[src/rtl/watch_nmi_consts.svh]
/*
  Offsets, field positions, reset values and widths of the memory watch
  non-maskable interrupt enable registers.
  Assumes it is included by bare name; guarded against double inclusion.
*/
`ifndef WATCH_NMI_CONSTS_SVH
`define WATCH_NMI_CONSTS_SVH

// ****************************************************************
// bus geometry
// ****************************************************************
`define WNMI_ADDR_W 12
`define WNMI_NUM_EVENTS 12

// ****************************************************************
// register offsets
// ****************************************************************
`define WNMI_OFS_DIRECT 12'h320
`define WNMI_OFS_SET 12'h324
`define WNMI_OFS_CLEAR 12'h328
`define WNMI_OFS_STATUS 12'h330
`define WNMI_OFS_IRQ_MASK 12'h334

// ****************************************************************
// reset values
// ****************************************************************
`define WNMI_RST_ENABLE 12'h000
`define WNMI_RST_STATUS 12'h000
`define WNMI_RST_IRQ_MASK 12'h000
`define WNMI_RST_RDATA 32'h00000000
`define WNMI_RD_PAD 20'h00000

// ****************************************************************
// field positions, shared by every register of the block
// ****************************************************************
`define WNMI_BIT_AREA0_WR 0
`define WNMI_BIT_AREA0_RD 1
`define WNMI_BIT_AREA1_WR 2
`define WNMI_BIT_AREA1_RD 3
`define WNMI_BIT_AREA2_WR 4
`define WNMI_BIT_AREA2_RD 5
`define WNMI_BIT_AREA3_WR 6
`define WNMI_BIT_AREA3_RD 7
`define WNMI_BIT_PAREA0_WR 8
`define WNMI_BIT_PAREA0_RD 9
`define WNMI_BIT_PAREA1_WR 10
`define WNMI_BIT_PAREA1_RD 11

`endif

[src/rtl/watch_nmi_pkg.sv]
/*
  Types of the memory watch non-maskable interrupt enable block.
  Assumes watch_nmi_consts.svh is on the include path.
*/
`include "watch_nmi_consts.svh"

package watch_nmi_pkg;

  // one bit per watch event
  typedef logic [`WNMI_NUM_EVENTS-1:0] watch_vec_type;

  // register select, one-hot
  typedef enum logic [5:0] {
    sel_none     = 6'h01,
    sel_direct   = 6'h02,
    sel_set      = 6'h04,
    sel_clear    = 6'h08,
    sel_status   = 6'h10,
    sel_irq_mask = 6'h20
  } reg_sel_type;

endpackage

[src/rtl/watch_nmi_enable_set_clear.sv]
/*
  Memory watch non-maskable interrupt enables with direct, set and clear
  access, a sticky event status and a maskable summary interrupt.
  Assumes a plain register port: one-cycle strobes, never both at once,
  read data in the cycle after the read strobe; events are one-cycle pulses
  synchronous to i_ref_clk.
*/
// Decided for this implementation: the strobed register port.
`timescale 1ns/1ps
`default_nettype none
`include "watch_nmi_consts.svh"

// ****************************************************************
// Behaviour
// - A one written to the area 1 read field of the set register enables that event.
// - A one written to an area 2 write or read field of the set register enables it.
// - A one written to an area 3 write or read field of the set register enables it.
// - A one written to a peripheral area 0 field of the set register enables it.
// - A one written to a peripheral area 1 field of the set register enables it.
// - The clear register sits at 0x328 and a one in any field disables that event.
// - The direct register at 0x320 holds the same bits and loads them as written.
// - The set register sits at 0x324 and a one in area 0 write enables that event.
// ****************************************************************

module watch_nmi_enable_set_clear
  import watch_nmi_pkg::*;
(
  // clock and reset
  input wire logic i_ref_clk,
  input wire logic i_rst_n,
  // register port
  input wire logic [`WNMI_ADDR_W-1:0] i_addr,
  input wire logic [31:0] i_wdata,
  input wire logic i_wr_en,
  input wire logic i_rd_en,
  output logic [31:0] o_rdata,
  // watch events
  input wire logic [`WNMI_NUM_EVENTS-1:0] i_watch_hit,
  // interrupt outputs
  output logic [`WNMI_NUM_EVENTS-1:0] o_nmi_enable,
  output logic o_nmi,
  output logic o_irq
);

  // ****************************************************************
  // declarations
  // ****************************************************************
  reg_sel_type sel;
  logic wr_direct;
  logic wr_set;
  logic wr_clear;
  logic wr_status;
  logic wr_mask;
  watch_vec_type wbits;
  watch_vec_type enable_vec;
  watch_vec_type status_vec;
  watch_vec_type irq_mask_q;

  assign wbits = i_wdata[`WNMI_NUM_EVENTS-1:0];

  // ****************************************************************
  // address decode
  // ****************************************************************
  // unmapped offsets fall to sel_none: writes dropped, reads give zero
  always_comb begin
    unique case (i_addr)
      `WNMI_OFS_DIRECT: begin
        sel = sel_direct;
      end
      `WNMI_OFS_SET: begin
        sel = sel_set;
      end
      `WNMI_OFS_CLEAR: begin
        sel = sel_clear;
      end
      `WNMI_OFS_STATUS: begin
        sel = sel_status;
      end
      `WNMI_OFS_IRQ_MASK: begin
        sel = sel_irq_mask;
      end
      default: begin
        sel = sel_none;
      end
    endcase
  end

  assign wr_direct = i_wr_en && (sel == sel_direct);
  assign wr_set = i_wr_en && (sel == sel_set);
  assign wr_clear = i_wr_en && (sel == sel_clear);
  assign wr_status = i_wr_en && (sel == sel_status);
  assign wr_mask = i_wr_en && (sel == sel_irq_mask);

  // ****************************************************************
  // per-event enable and status
  // ****************************************************************
  for (genvar k = 0; k < `WNMI_NUM_EVENTS; k++) begin : g_event
    watch_nmi_cell u_cell (
      .i_ref_clk(i_ref_clk),
      .i_rst_n(i_rst_n),
      .i_direct_we(wr_direct),
      .i_set_we(wr_set),
      .i_clear_we(wr_clear),
      .i_status_we(wr_status),
      .i_wbit(wbits[k]),
      .i_event(i_watch_hit[k]),
      .o_enable(enable_vec[k]),
      .o_status(status_vec[k])
    );
  end

  // ****************************************************************
  // summary interrupt mask
  // ****************************************************************
  always_ff @(posedge i_ref_clk or negedge i_rst_n) begin
    if (!i_rst_n) begin
      irq_mask_q <= `WNMI_RST_IRQ_MASK;
    end else if (wr_mask) begin
      irq_mask_q <= wbits;
    end
  end

  // ****************************************************************
  // read data
  // ****************************************************************
  // data stand for one cycle only, so a stale value never looks like a read
  always_ff @(posedge i_ref_clk or negedge i_rst_n) begin
    if (!i_rst_n) begin
      o_rdata <= `WNMI_RST_RDATA;
    end else if (i_rd_en) begin
      unique case (sel)
        sel_direct, sel_set, sel_clear: begin
          o_rdata <= {`WNMI_RD_PAD, enable_vec};
        end
        sel_status: begin
          o_rdata <= {`WNMI_RD_PAD, status_vec};
        end
        sel_irq_mask: begin
          o_rdata <= {`WNMI_RD_PAD, irq_mask_q};
        end
        sel_none: begin
          o_rdata <= `WNMI_RST_RDATA;
        end
      endcase
    end else begin
      o_rdata <= `WNMI_RST_RDATA;
    end
  end

  // ****************************************************************
  // interrupt outputs
  // ****************************************************************
  // the nmi is gated only by the enables; the irq mask never hides it
  assign o_nmi_enable = enable_vec;
  assign o_nmi = |(status_vec & enable_vec);
  assign o_irq = |(status_vec & irq_mask_q);
endmodule // watch_nmi_enable_set_clear

`default_nettype wire

[src/rtl/watch_nmi_cell.sv]
/*
  One watch event: its non-maskable interrupt enable and its sticky status.
  Assumes the strobes are one-cycle pulses, at most one of them at a time.
*/
`timescale 1ns/1ps
`default_nettype none

module watch_nmi_cell (
  // clock and reset
  input wire logic i_ref_clk,
  input wire logic i_rst_n,
  // write strobes, already decoded
  input wire logic i_direct_we,
  input wire logic i_set_we,
  input wire logic i_clear_we,
  input wire logic i_status_we,
  input wire logic i_wbit,
  // event
  input wire logic i_event,
  // state
  output logic o_enable,
  output logic o_status
);

  // ****************************************************************
  // enable
  // ****************************************************************
  // a zero written to set or clear leaves the enable alone
  always_ff @(posedge i_ref_clk or negedge i_rst_n) begin
    if (!i_rst_n) begin
      o_enable <= 1'b0;
    end else if (i_direct_we) begin
      o_enable <= i_wbit;
    end else if (i_set_we && i_wbit) begin
      o_enable <= 1'b1;
    end else if (i_clear_we && i_wbit) begin
      o_enable <= 1'b0;
    end
  end

  // ****************************************************************
  // sticky status
  // ****************************************************************
  // the event wins over a clear in the same cycle so no hit is lost
  always_ff @(posedge i_ref_clk or negedge i_rst_n) begin
    if (!i_rst_n) begin
      o_status <= 1'b0;
    end else if (i_event) begin
      o_status <= 1'b1;
    end else if (i_status_we && i_wbit) begin
      o_status <= 1'b0;
    end
  end

endmodule // watch_nmi_cell

`default_nettype wire

[config.mk]
export PLATFORM = sky130hd
export DESIGN_NAME = watch_nmi_enable_set_clear
export DESIGN_NICKNAME = d
export VERILOG_FILES = /design/src/rtl/watch_nmi_pkg.sv /design/src/rtl/watch_nmi_enable_set_clear.sv /design/src/rtl/watch_nmi_cell.sv
export VERILOG_INCLUDE_DIRS = /design/src /design/src/rtl
export SDC_FILE = /design/constraint.sdc
export NUM_CORES = 1
export LEC_CHECK = 0
export BUFFER_PORTS_ARGS = -buffer_cell sky130_fd_sc_hd__buf_2
export CAP_MARGIN = 10
export CORE_MARGIN = 10
export CORE_UTILIZATION = 44
export DETAILED_ROUTE_END_ITERATION = 10
export GPL_TIMING_DRIVEN = 1
export PLACE_DENSITY = 0.74
export SLEW_MARGIN = 10
export SYNTH_ARGS = -nofsm -noshare
export SYNTH_HDL_FRONTEND = slang
export SYNTH_SLANG_ARGS = --single-unit
export TNS_END_PERCENT = 20
[constraint.sdc]
create_clock -name i_ref_clk -period 2.8 [get_ports i_ref_clk]
set_input_delay 0.7 -clock i_ref_clk [delete_from_list [all_inputs] [get_ports i_ref_clk]]
set_output_delay 0.7 -clock i_ref_clk [all_outputs]
set_load 0.005 [all_outputs]
# Word level (Yosys, flattened, before mapping)
# Index checks and enable logic that the tools add are counted.
[totals]
reg_bits = 68
out_inout_bits = 46
[op_classes]
eq_ne = 11
muxes = 63
reduce_logical = 68
bitwise_logic = 2
[ops]
columns = ["cell", "n"]
rows = [
  ["one-hot mux 32 bit (4 select lines)", 1],
  ["equality test 12 x 10 -> 1 bit (second input constant)", 5],
  ["2-to-1 mux 1 bit", 60],
  ["logical AND 1 bit", 41],
  ["nonzero test 3 bit", 12],
  ["2-to-1 mux 32 bit", 1],
  ["one-hot mux 6 bit (5 select lines)", 1],
  ["AND 12 bit", 2],
  ["nonzero test 2 bit", 12],
  ["OR reduction 12 bit", 2],
  ["equality test 6 x 1 -> 1 bit (second input constant)", 1],
  ["equality test 6 x 2 -> 1 bit (second input constant)", 1],
  ["equality test 6 x 3 -> 1 bit (second input constant)", 1],
  ["equality test 6 x 4 -> 1 bit (second input constant)", 1],
  ["equality test 6 x 5 -> 1 bit (second input constant)", 1],
  ["equality test 6 bit (second input constant)", 1],
  ["OR reduction 3 bit", 1],
]

# Logic depth before layout (Yosys ltp)
# Gate-level depths: netlist (run 1).
[depth]
word_depth = 8
ltp_mapped = 6
ltp_nobuf = 4

# By module
# Synthesis (run 1) repeated with hierarchy kept, for this count alone.
[unflattened]
cells_unflattened = 215
hier_area_um2 = 2484.9
[by_module_without_submodules]
columns = ["module", "instances", "seq_area_each_um2", "cells_per_inst", "area_per_inst_um2"]
rows = [
  ["watch_nmi_enable_set_clear", 1, 600.6, 131, 1508.9],
  ["watch_nmi_cell", 12, 50.0, 7, 81.3],
]

# Worst setup path before layout (run 1)
# Ideal clock, no wire load.
[synth_timing]
path_kind = "input to register"
start = "input port i_addr[10]"
end = "register irq_mask_q[0]"
required_ns = 2.675
stages = 5
path_slack_ns = 0.826
path_buffers = 1
t_arrival_ns = 1.849
path_cell_list = "and4bb_1 -> nand2_1 -> and4bb_2 -> buf_12 -> mux2_4"
[synth_between]
elab_chain_cells = 4
[synth_lines]
columns = ["element", "line_no", "rtl"]
rows = [
  ["from (decl)", "watch_nmi_enable_set_clear.sv:32", "input wire logic [`WNMI_ADDR_W-1:0] i_addr,"],
  ["equality test 12 x 10 -> 1 bit", "watch_nmi_enable_set_clear.sv:66", "unique case (i_addr)"],
  ["one-hot mux 6 bit (5 select lines) (*)", "watch_nmi_enable_set_clear.sv:66", ""],
  ["equality test 6 bit (*)", "watch_nmi_enable_set_clear.sv:92", "assign wr_mask = i_wr_en && (sel == sel_irq_mask);"],
  ["logical AND 1 bit (*)", "watch_nmi_enable_set_clear.sv:92", ""],
  ["to (signal assigned)", "watch_nmi_enable_set_clear.sv:117", "irq_mask_q <= `WNMI_RST_IRQ_MASK;"],
  ["to (signal assigned)", "watch_nmi_enable_set_clear.sv:119", "irq_mask_q <= wbits;"],
  ["to (decl)", "watch_nmi_enable_set_clear.sv:57", "watch_vec_type irq_mask_q;"],
]
# Every way passes the cells marked *; elsewhere a longest branch is shown, timed or not.
# A chain may end at the register's enable or synchronous reset.

# Final worst setup path (run 1)
[layout_timing]
start = "register g_event[8].u_cell.o_status"
end = "output port o_irq"
[layout_between]
elab_chain_cells = 2
[layout_lines]
columns = ["element", "line_no", "rtl"]
rows = [
  ["from (decl)", "watch_nmi_cell.sv:22", "output logic o_status"],
  ["from (signal assigned)", "watch_nmi_cell.sv:47", "o_status <= 1'b0;"],
  ["from (signal assigned)", "watch_nmi_cell.sv:49", "o_status <= 1'b1;"],
  ["from (signal assigned)", "watch_nmi_cell.sv:51", "o_status <= 1'b0;"],
  ["AND 12 bit", "watch_nmi_enable_set_clear.sv:156", "assign o_irq = |(status_vec & irq_mask_q);"],
  ["OR reduction 12 bit", "watch_nmi_enable_set_clear.sv:156", ""],
  ["to (decl)", "watch_nmi_enable_set_clear.sv:42", "output logic o_irq"],
]
# No other way between the ends.

==> flow_summary.toml, run 1 <==
[finish]
layout_common_cells = "buf_2, dfrtp_1, nand2_1, conb_1, nor2_1"
multi_input_area_um2 = 1070
fillers = 521
antennaDiodeCount = 0
post-route-util = 0.510
area_delta_synth_final_pct = 11.7
nets = 356
drive_gt1_frac = 0.303
regArea_um2 = 1200
mostFrequentLayoutCell = "buf_2"

[yosys]
syn-cell-area_um2 = 2540
ys_types = 28
synth_area_per_cell_um2 = 10.4
synthCells = 244
synth_area_leaders = "dfrtp_1, buf_4, mux2_4, mux2i_1, o2bb2ai_1"
ys_seq_elements = 48
seq_area_frac_synth = 0.472
yosysWarnings = 0
yosysTopAreaCell = "dfrtp_1"
synth_top_area_frac = 0.472

[die]
die_w_um = 96.0
die_h_um = 96.0
io_pins = 106
rows = 27
initial_core_util = 0.456
fp.dieArea_um2 = 9220
core_um2 = 5570

[global_routing]
grt_max_degree = 49
grtUsageTotal = 0.146
gr-total-overflow = 0
grt_pass1_vias = 2112
grt_pass1_wl_mm = 10.6
antenna_found_initial = 0

[sta]
layout_min_cycle_time_ns = 2.28
finalSetupTns_ns = 0
rsz0062_at_grt = "false"
fin_crit_sh = 0.814
hold_viol = 0
max_freq_mhz = 439
slew_headroom = 0.598
slew_viol_final = 0
skew_ns = 0.00589
worst_slew_pin_slew_ns = 0.603
hold_ws_ns = 0.491
setup_viol = 0

[run]
maxCapViolCount = 0

[setup_path]
path_buf_inv = 1
required_ns = 2.10
worstPathMaxFanout = 4
cp_top_family = "compound AO/OA/AOI/OAI gates"
worst_setup_path_end_kind = "output port"
crit_type = "flip-flop to output port"
cp.arrival_ns = 1.58
slowest_stage = "dfrtp_1"
worst_path_largest_cell_delay_ns = 0.43
worstPathCellList = "a22o_1 -> a221oi_1 -> nand3_1 -> buf_2"
timing.critical_path.from_type = "flip-flop"

[routing]
vias_per_cell = 5.24
routed_wl_mm = 6.49
ant_nets = 0
dr.pass1.iters = 6
first_iter_violations = 125
drcViolationCount = 0
wl_per_cell_um = 17.6
vias = 1933

[power_and_ir_drop]
ir_drop_mv = 0.242
p_leak_nw = 1.50
power_density_nw_per_um2 = 431

[clocking]
clk_pin_slew_worst_paths_ns = 0.08
post_cts_resized = 0
clk_latency_ns = 0.30
cts.path.max_buffers = 2
numCtsBuffers = 5
cts_tree = "done"
hold_buffers = 0
postCtsSetupBuffers = 0
cts.sinks = 48
htree_levels = 2
cts-root-buf = "clkbuf_8"

[min_path]
hp-class = "input port to async pin"

[placed_design]
dpl.hpwl_mm = 4.85
numPortBuffers = 65
gp_congestion = 0.835

[status]
status = "finished clean"
## registers in the layout (all words and copies together) (netlist names)
| name | flops |
|---|---|
| g_event.u_cell.o_enable | 12 |
| g_event.u_cell.o_status | 12 |
| irq_mask_q | 12 |
| o_rdata | 12 |
## synthesized netlist by cell type
master / number
a221oi_1: 6
a22o_1: 6
a31oi_1: 12
and2_1: 1
and4_1: 1
and4bb_1: 1
and4bb_2: 2
buf_1: 1
buf_12: 1
buf_2: 5
buf_4: 32
clkbuf_1: 2
conb_1: 1
dfrtp_1: 48
inv_1: 13
mux2_2: 2
mux2_4: 10
mux2i_1: 12
nand2_1: 27
nand3_1: 3
nand4_1: 2
nor2_1: 15
nor2b_1: 13
nor3b_1: 2
nor4b_2: 1
o21ai_0: 12
o2bb2ai_1: 12
or2_1: 1
## where the power goes
group	total, W	leakage [nW]	switching [W]	internal, W
combinational	0.000106	0.837	0.0000624	0.0000431
clock	0.000423	0.0510	0.000226	0.000197
sequential	0.000697	0.608	0.00000236	0.000695
## layout make-up
cell class,count,area share
clock buffers,6,0.0291
multi-input cells,161,0.376
repair buffers,67,0.120
flip-flops and latches,48,0.423
clock inverters,2,0.00352
inverters,13,0.0172
well taps,72,0.0317
## through the flow
| stage | cell area (um2) | instances | total power [W] | worst slack (ns) |
|---|---|---|---|---|
| global route | 2840 | 369 | 0.00129 | 0.469 |
| finish | 2840 | 369 | 0.00123 | 0.521 |
| global placement | 2750 | 361 | 0.000813 | 0.413 |
| floorplan | 2620 | 263 | 0.000774 | 0.826 |
| detailed placement | 2750 | 361 | 0.000815 | 0.402 |
| CTS | 2840 | 369 | 0.00124 | 0.516 |
## per-layer routing
metal	part of all wire	vias up	routed length, um	track usage
met5	0	-	0	0
met4	0.0063	0	41	0.0270
met3	0.097	5	630	0.0459
met2	0.48	86	3120	0.247
met1	0.42	942	2700	0.180
li1	-	900	-	-
## worst paths after layout
| path | from | end | slack (ns) | depth (start not counted) |
|---|---|---|---|---|
| worst max-delay path | g_event[8].u_cell.o_status | o_irq | 0.52 | 4 |
| worst min-delay path | i_rst_n | g_event[8].u_cell.o_enable | 0.49 | 2 |
| worst max register to register | irq_mask_q[8] | irq_mask_q[8] | 2.00 | 1 |
| worst min register to register | g_event[4].u_cell.o_enable | o_rdata[4] | 0.54 | 1 |
| max in group asynchronous | i_rst_n | o_rdata[7] | 1.91 | 2 |
| min in group i_ref_clk | g_event[4].u_cell.o_enable | o_rdata[4] | 0.54 | 1 |
## kinds of logic (layout without fill, tap and decap cells)
kind of cell | after synthesis | count (layout) | share of synthesized area
AND/OR/NAND/NOR | 69 | 69 | 0.140
AO/OA/AOI/OAI | 48 | 48 | 0.136
other | 1 | 20 | 0.00147
flip-flops | 48 | 48 | 0.472
buffers and inverters | 54 | 88 | 0.136
multiplexers | 24 | 24 | 0.115
(Power assumes the default switching activity.)
==> run 2, diff against run 1 <==
--- a/config.mk
+++ b/config.mk
@@ -9,10 +9,10 @@
 export BUFFER_PORTS_ARGS = -buffer_cell sky130_fd_sc_hd__buf_2
 export CAP_MARGIN = 10
 export CORE_MARGIN = 10
-export CORE_UTILIZATION = 44
+export CORE_UTILIZATION = 43
 export DETAILED_ROUTE_END_ITERATION = 10
 export GPL_TIMING_DRIVEN = 1
-export PLACE_DENSITY = 0.74
+export PLACE_DENSITY = 0.76
 export SLEW_MARGIN = 10
 export SYNTH_ARGS = -nofsm -noshare
 export SYNTH_HDL_FRONTEND = slang
==> constraint.sdc (replaced) <==
create_clock -name i_ref_clk -period 2.05 [get_ports i_ref_clk]
set_input_delay 0.5125 -clock i_ref_clk [delete_from_list [all_inputs] [get_ports i_ref_clk]]
set_output_delay 0.5125 -clock i_ref_clk [all_outputs]
set_load 0.005 [all_outputs]
==> run 2 against run 1 <==
Compared with the run above:
- die area grew 1.8%
- power grew 49%
- via count grew 2.1%
- global-route usage shrank 0.76 points
- register-to-register slack lost 0.82 ns
- sequential cell count is the same
==> flow_summary.toml, run 2 (synthesis results as in run 1) <==
[status]
status = "finished clean"

[setup_path]
required_ns = 1.54
timing.rr.start = "g_event[7].u_cell.o_status"
worst_setup_path_end_kind = "output port"
r2r_setup_slack_ns = 1.18
r2r-end = "o_rdata[7]"
crit_type = "flip-flop to output port"
r2r.worst_path.cells = 3
timing.critical_path.from_type = "flip-flop"
worstPathMaxFanout = 4
cp.arrival_ns = 1.49
critPathLaunch = "g_event[8].u_cell.o_status"
cp-endpoint = "o_irq"

[global_routing]
grt_max_degree = 49
grt_pass1_vias = 2124
grtUsageTotal = 0.139
gr-total-overflow = 0
grt_pass1_wl_mm = 10.9
antenna_found_initial = 0

[die]
fp.dieArea_um2 = 9390
die_w_um = 96.9
core_um2 = 5610
rows = 27
initial_core_util = 0.454
io_pins = 106
die_h_um = 96.9

[routing]
wl_per_cell_um = 17.3
routed_wl_mm = 6.56
first_iter_violations = 152
ant_nets = 0
drcViolationCount = 0
dr.pass1.iters = 4
vias = 1973
vias_per_cell = 5.22

[finish]
final_cells = 378
area_delta_synth_final_pct = 17.2
nets = 365
antennaDiodeCount = 0
layout_common_cells = "buf_2, dfrtp_1, nand2_1, conb_1, nor2_1"
fin_area_um2 = 2980
mostFrequentLayoutCell = "buf_2"
drive_gt1_frac = 0.340

[sta]
skew_ns = 0.00488
setup_viol = 0
worst_slew_pin_slew_ns = 0.584
slew_headroom = 0.611
finalSetupTns_ns = 0
hold_viol = 0
fin_crit_sh = 0.976
rsz0062_at_grt = "true"
layout_min_cycle_time_ns = 2.00
slew_viol_final = 0
max_freq_mhz = 500

[clocking]
cts.sinks = 48
cts_tree = "done"
htree_levels = 2
numCtsBuffers = 5
clk_pin_slew_worst_paths_ns = 0.09
cts.path.max_buffers = 2
clk_latency_ns = 0.31
cts-root-buf = "clkbuf_8"
hold_buffers = 0

[power_and_ir_drop]
p_leak_nw = 1.56
ir_drop_mv = 0.304
p_switching_w = 0.000416
seqPwrFrac = 0.521
internal_power_w = 0.00141
comb_power_share = 0.082
power_density_nw_per_um2 = 613
pwr-share-clk = 0.397
switching_share = 0.228

[min_path]
hp-class = "input port to async pin"

[placed_design]
dpl.hpwl_mm = 4.91
numPortBuffers = 65
gp_congestion = 0.851
dp.cells = 367
placed_cell_area_um2 = 2810

[run]
maxCapViolCount = 0
## run 2: area by class of cell
class                   count  area (um2)
clock inverters             2        38.8
multi-input cells         161        1100
clock buffers               6        82.6
well taps                  72        90.1
flip-flops and latches     48        1200
fillers                   512        2630
inverters                  13        48.8
repair buffers             76         420
## run 2: layer usage
metal | track usage | up-vias | wire, um
met4 | 0.0428 | 0 | 85
li1 | - | 915 | -
met5 | 0 | - | 0
met2 | 0.232 | 85 | 3170
met1 | 0.165 | 964 | 2850
met3 | 0.0419 | 9 | 454
## run 2: worst min path at each step
| stage | from | endpoint | slack (ns) | depth (start not counted) |
|---|---|---|---|---|
| finish | i_rst_n | irq_mask_q[10] | 0.28 | 2 |
| global route | i_rst_n | irq_mask_q[10] | 0.33 | 2 |
| global placement | g_event[1].u_cell.o_enable | o_rdata[1] | 0.52 | 1 |
| CTS | i_rst_n | irq_mask_q[10] | 0.30 | 2 |
| detailed placement | g_event[1].u_cell.o_enable | o_rdata[1] | 0.51 | 1 |
| floorplan | i_rst_n | g_event[0].u_cell.o_enable | 0.22 | 0 |
## run 2: power groups by stage
stage               registers [W]  logic [W]  clock network [W]
finish                   0.000952   0.000150           0.000726
global route             0.000953   0.000169           0.000776
CTS                      0.000952   0.000149           0.000731
detailed placement       0.000971   0.000148                  0
global placement         0.000971   0.000144                  0
floorplan                0.000970  0.0000877                  0
## run 2: what timing repair did
action / in CTS / in global routing
endpoints found under the setup margin: 2 / 2
setup buffers: 0 / 3
resized for setup: 3 / 2
## run 2: worst max-delay path, stage by stage, from the launching register on
cell      delay (ns)
dfrtp_1         0.45
a22o_1          0.26
a221oi_2        0.20
nand3_1         0.13
buf_2           0.15
## run 2: per-stage QoR
stage                util  power, W  setup slack, ns  hold slack (ns)
floorplan               -   0.00106            0.263            0.217
global placement    0.500   0.00111           0.0971            0.519
detailed placement  0.500   0.00112           0.0627            0.513
CTS                 0.525   0.00183           0.0219            0.304
global route        0.532   0.00190         -0.00539            0.329
finish              0.532   0.00183           0.0493            0.283
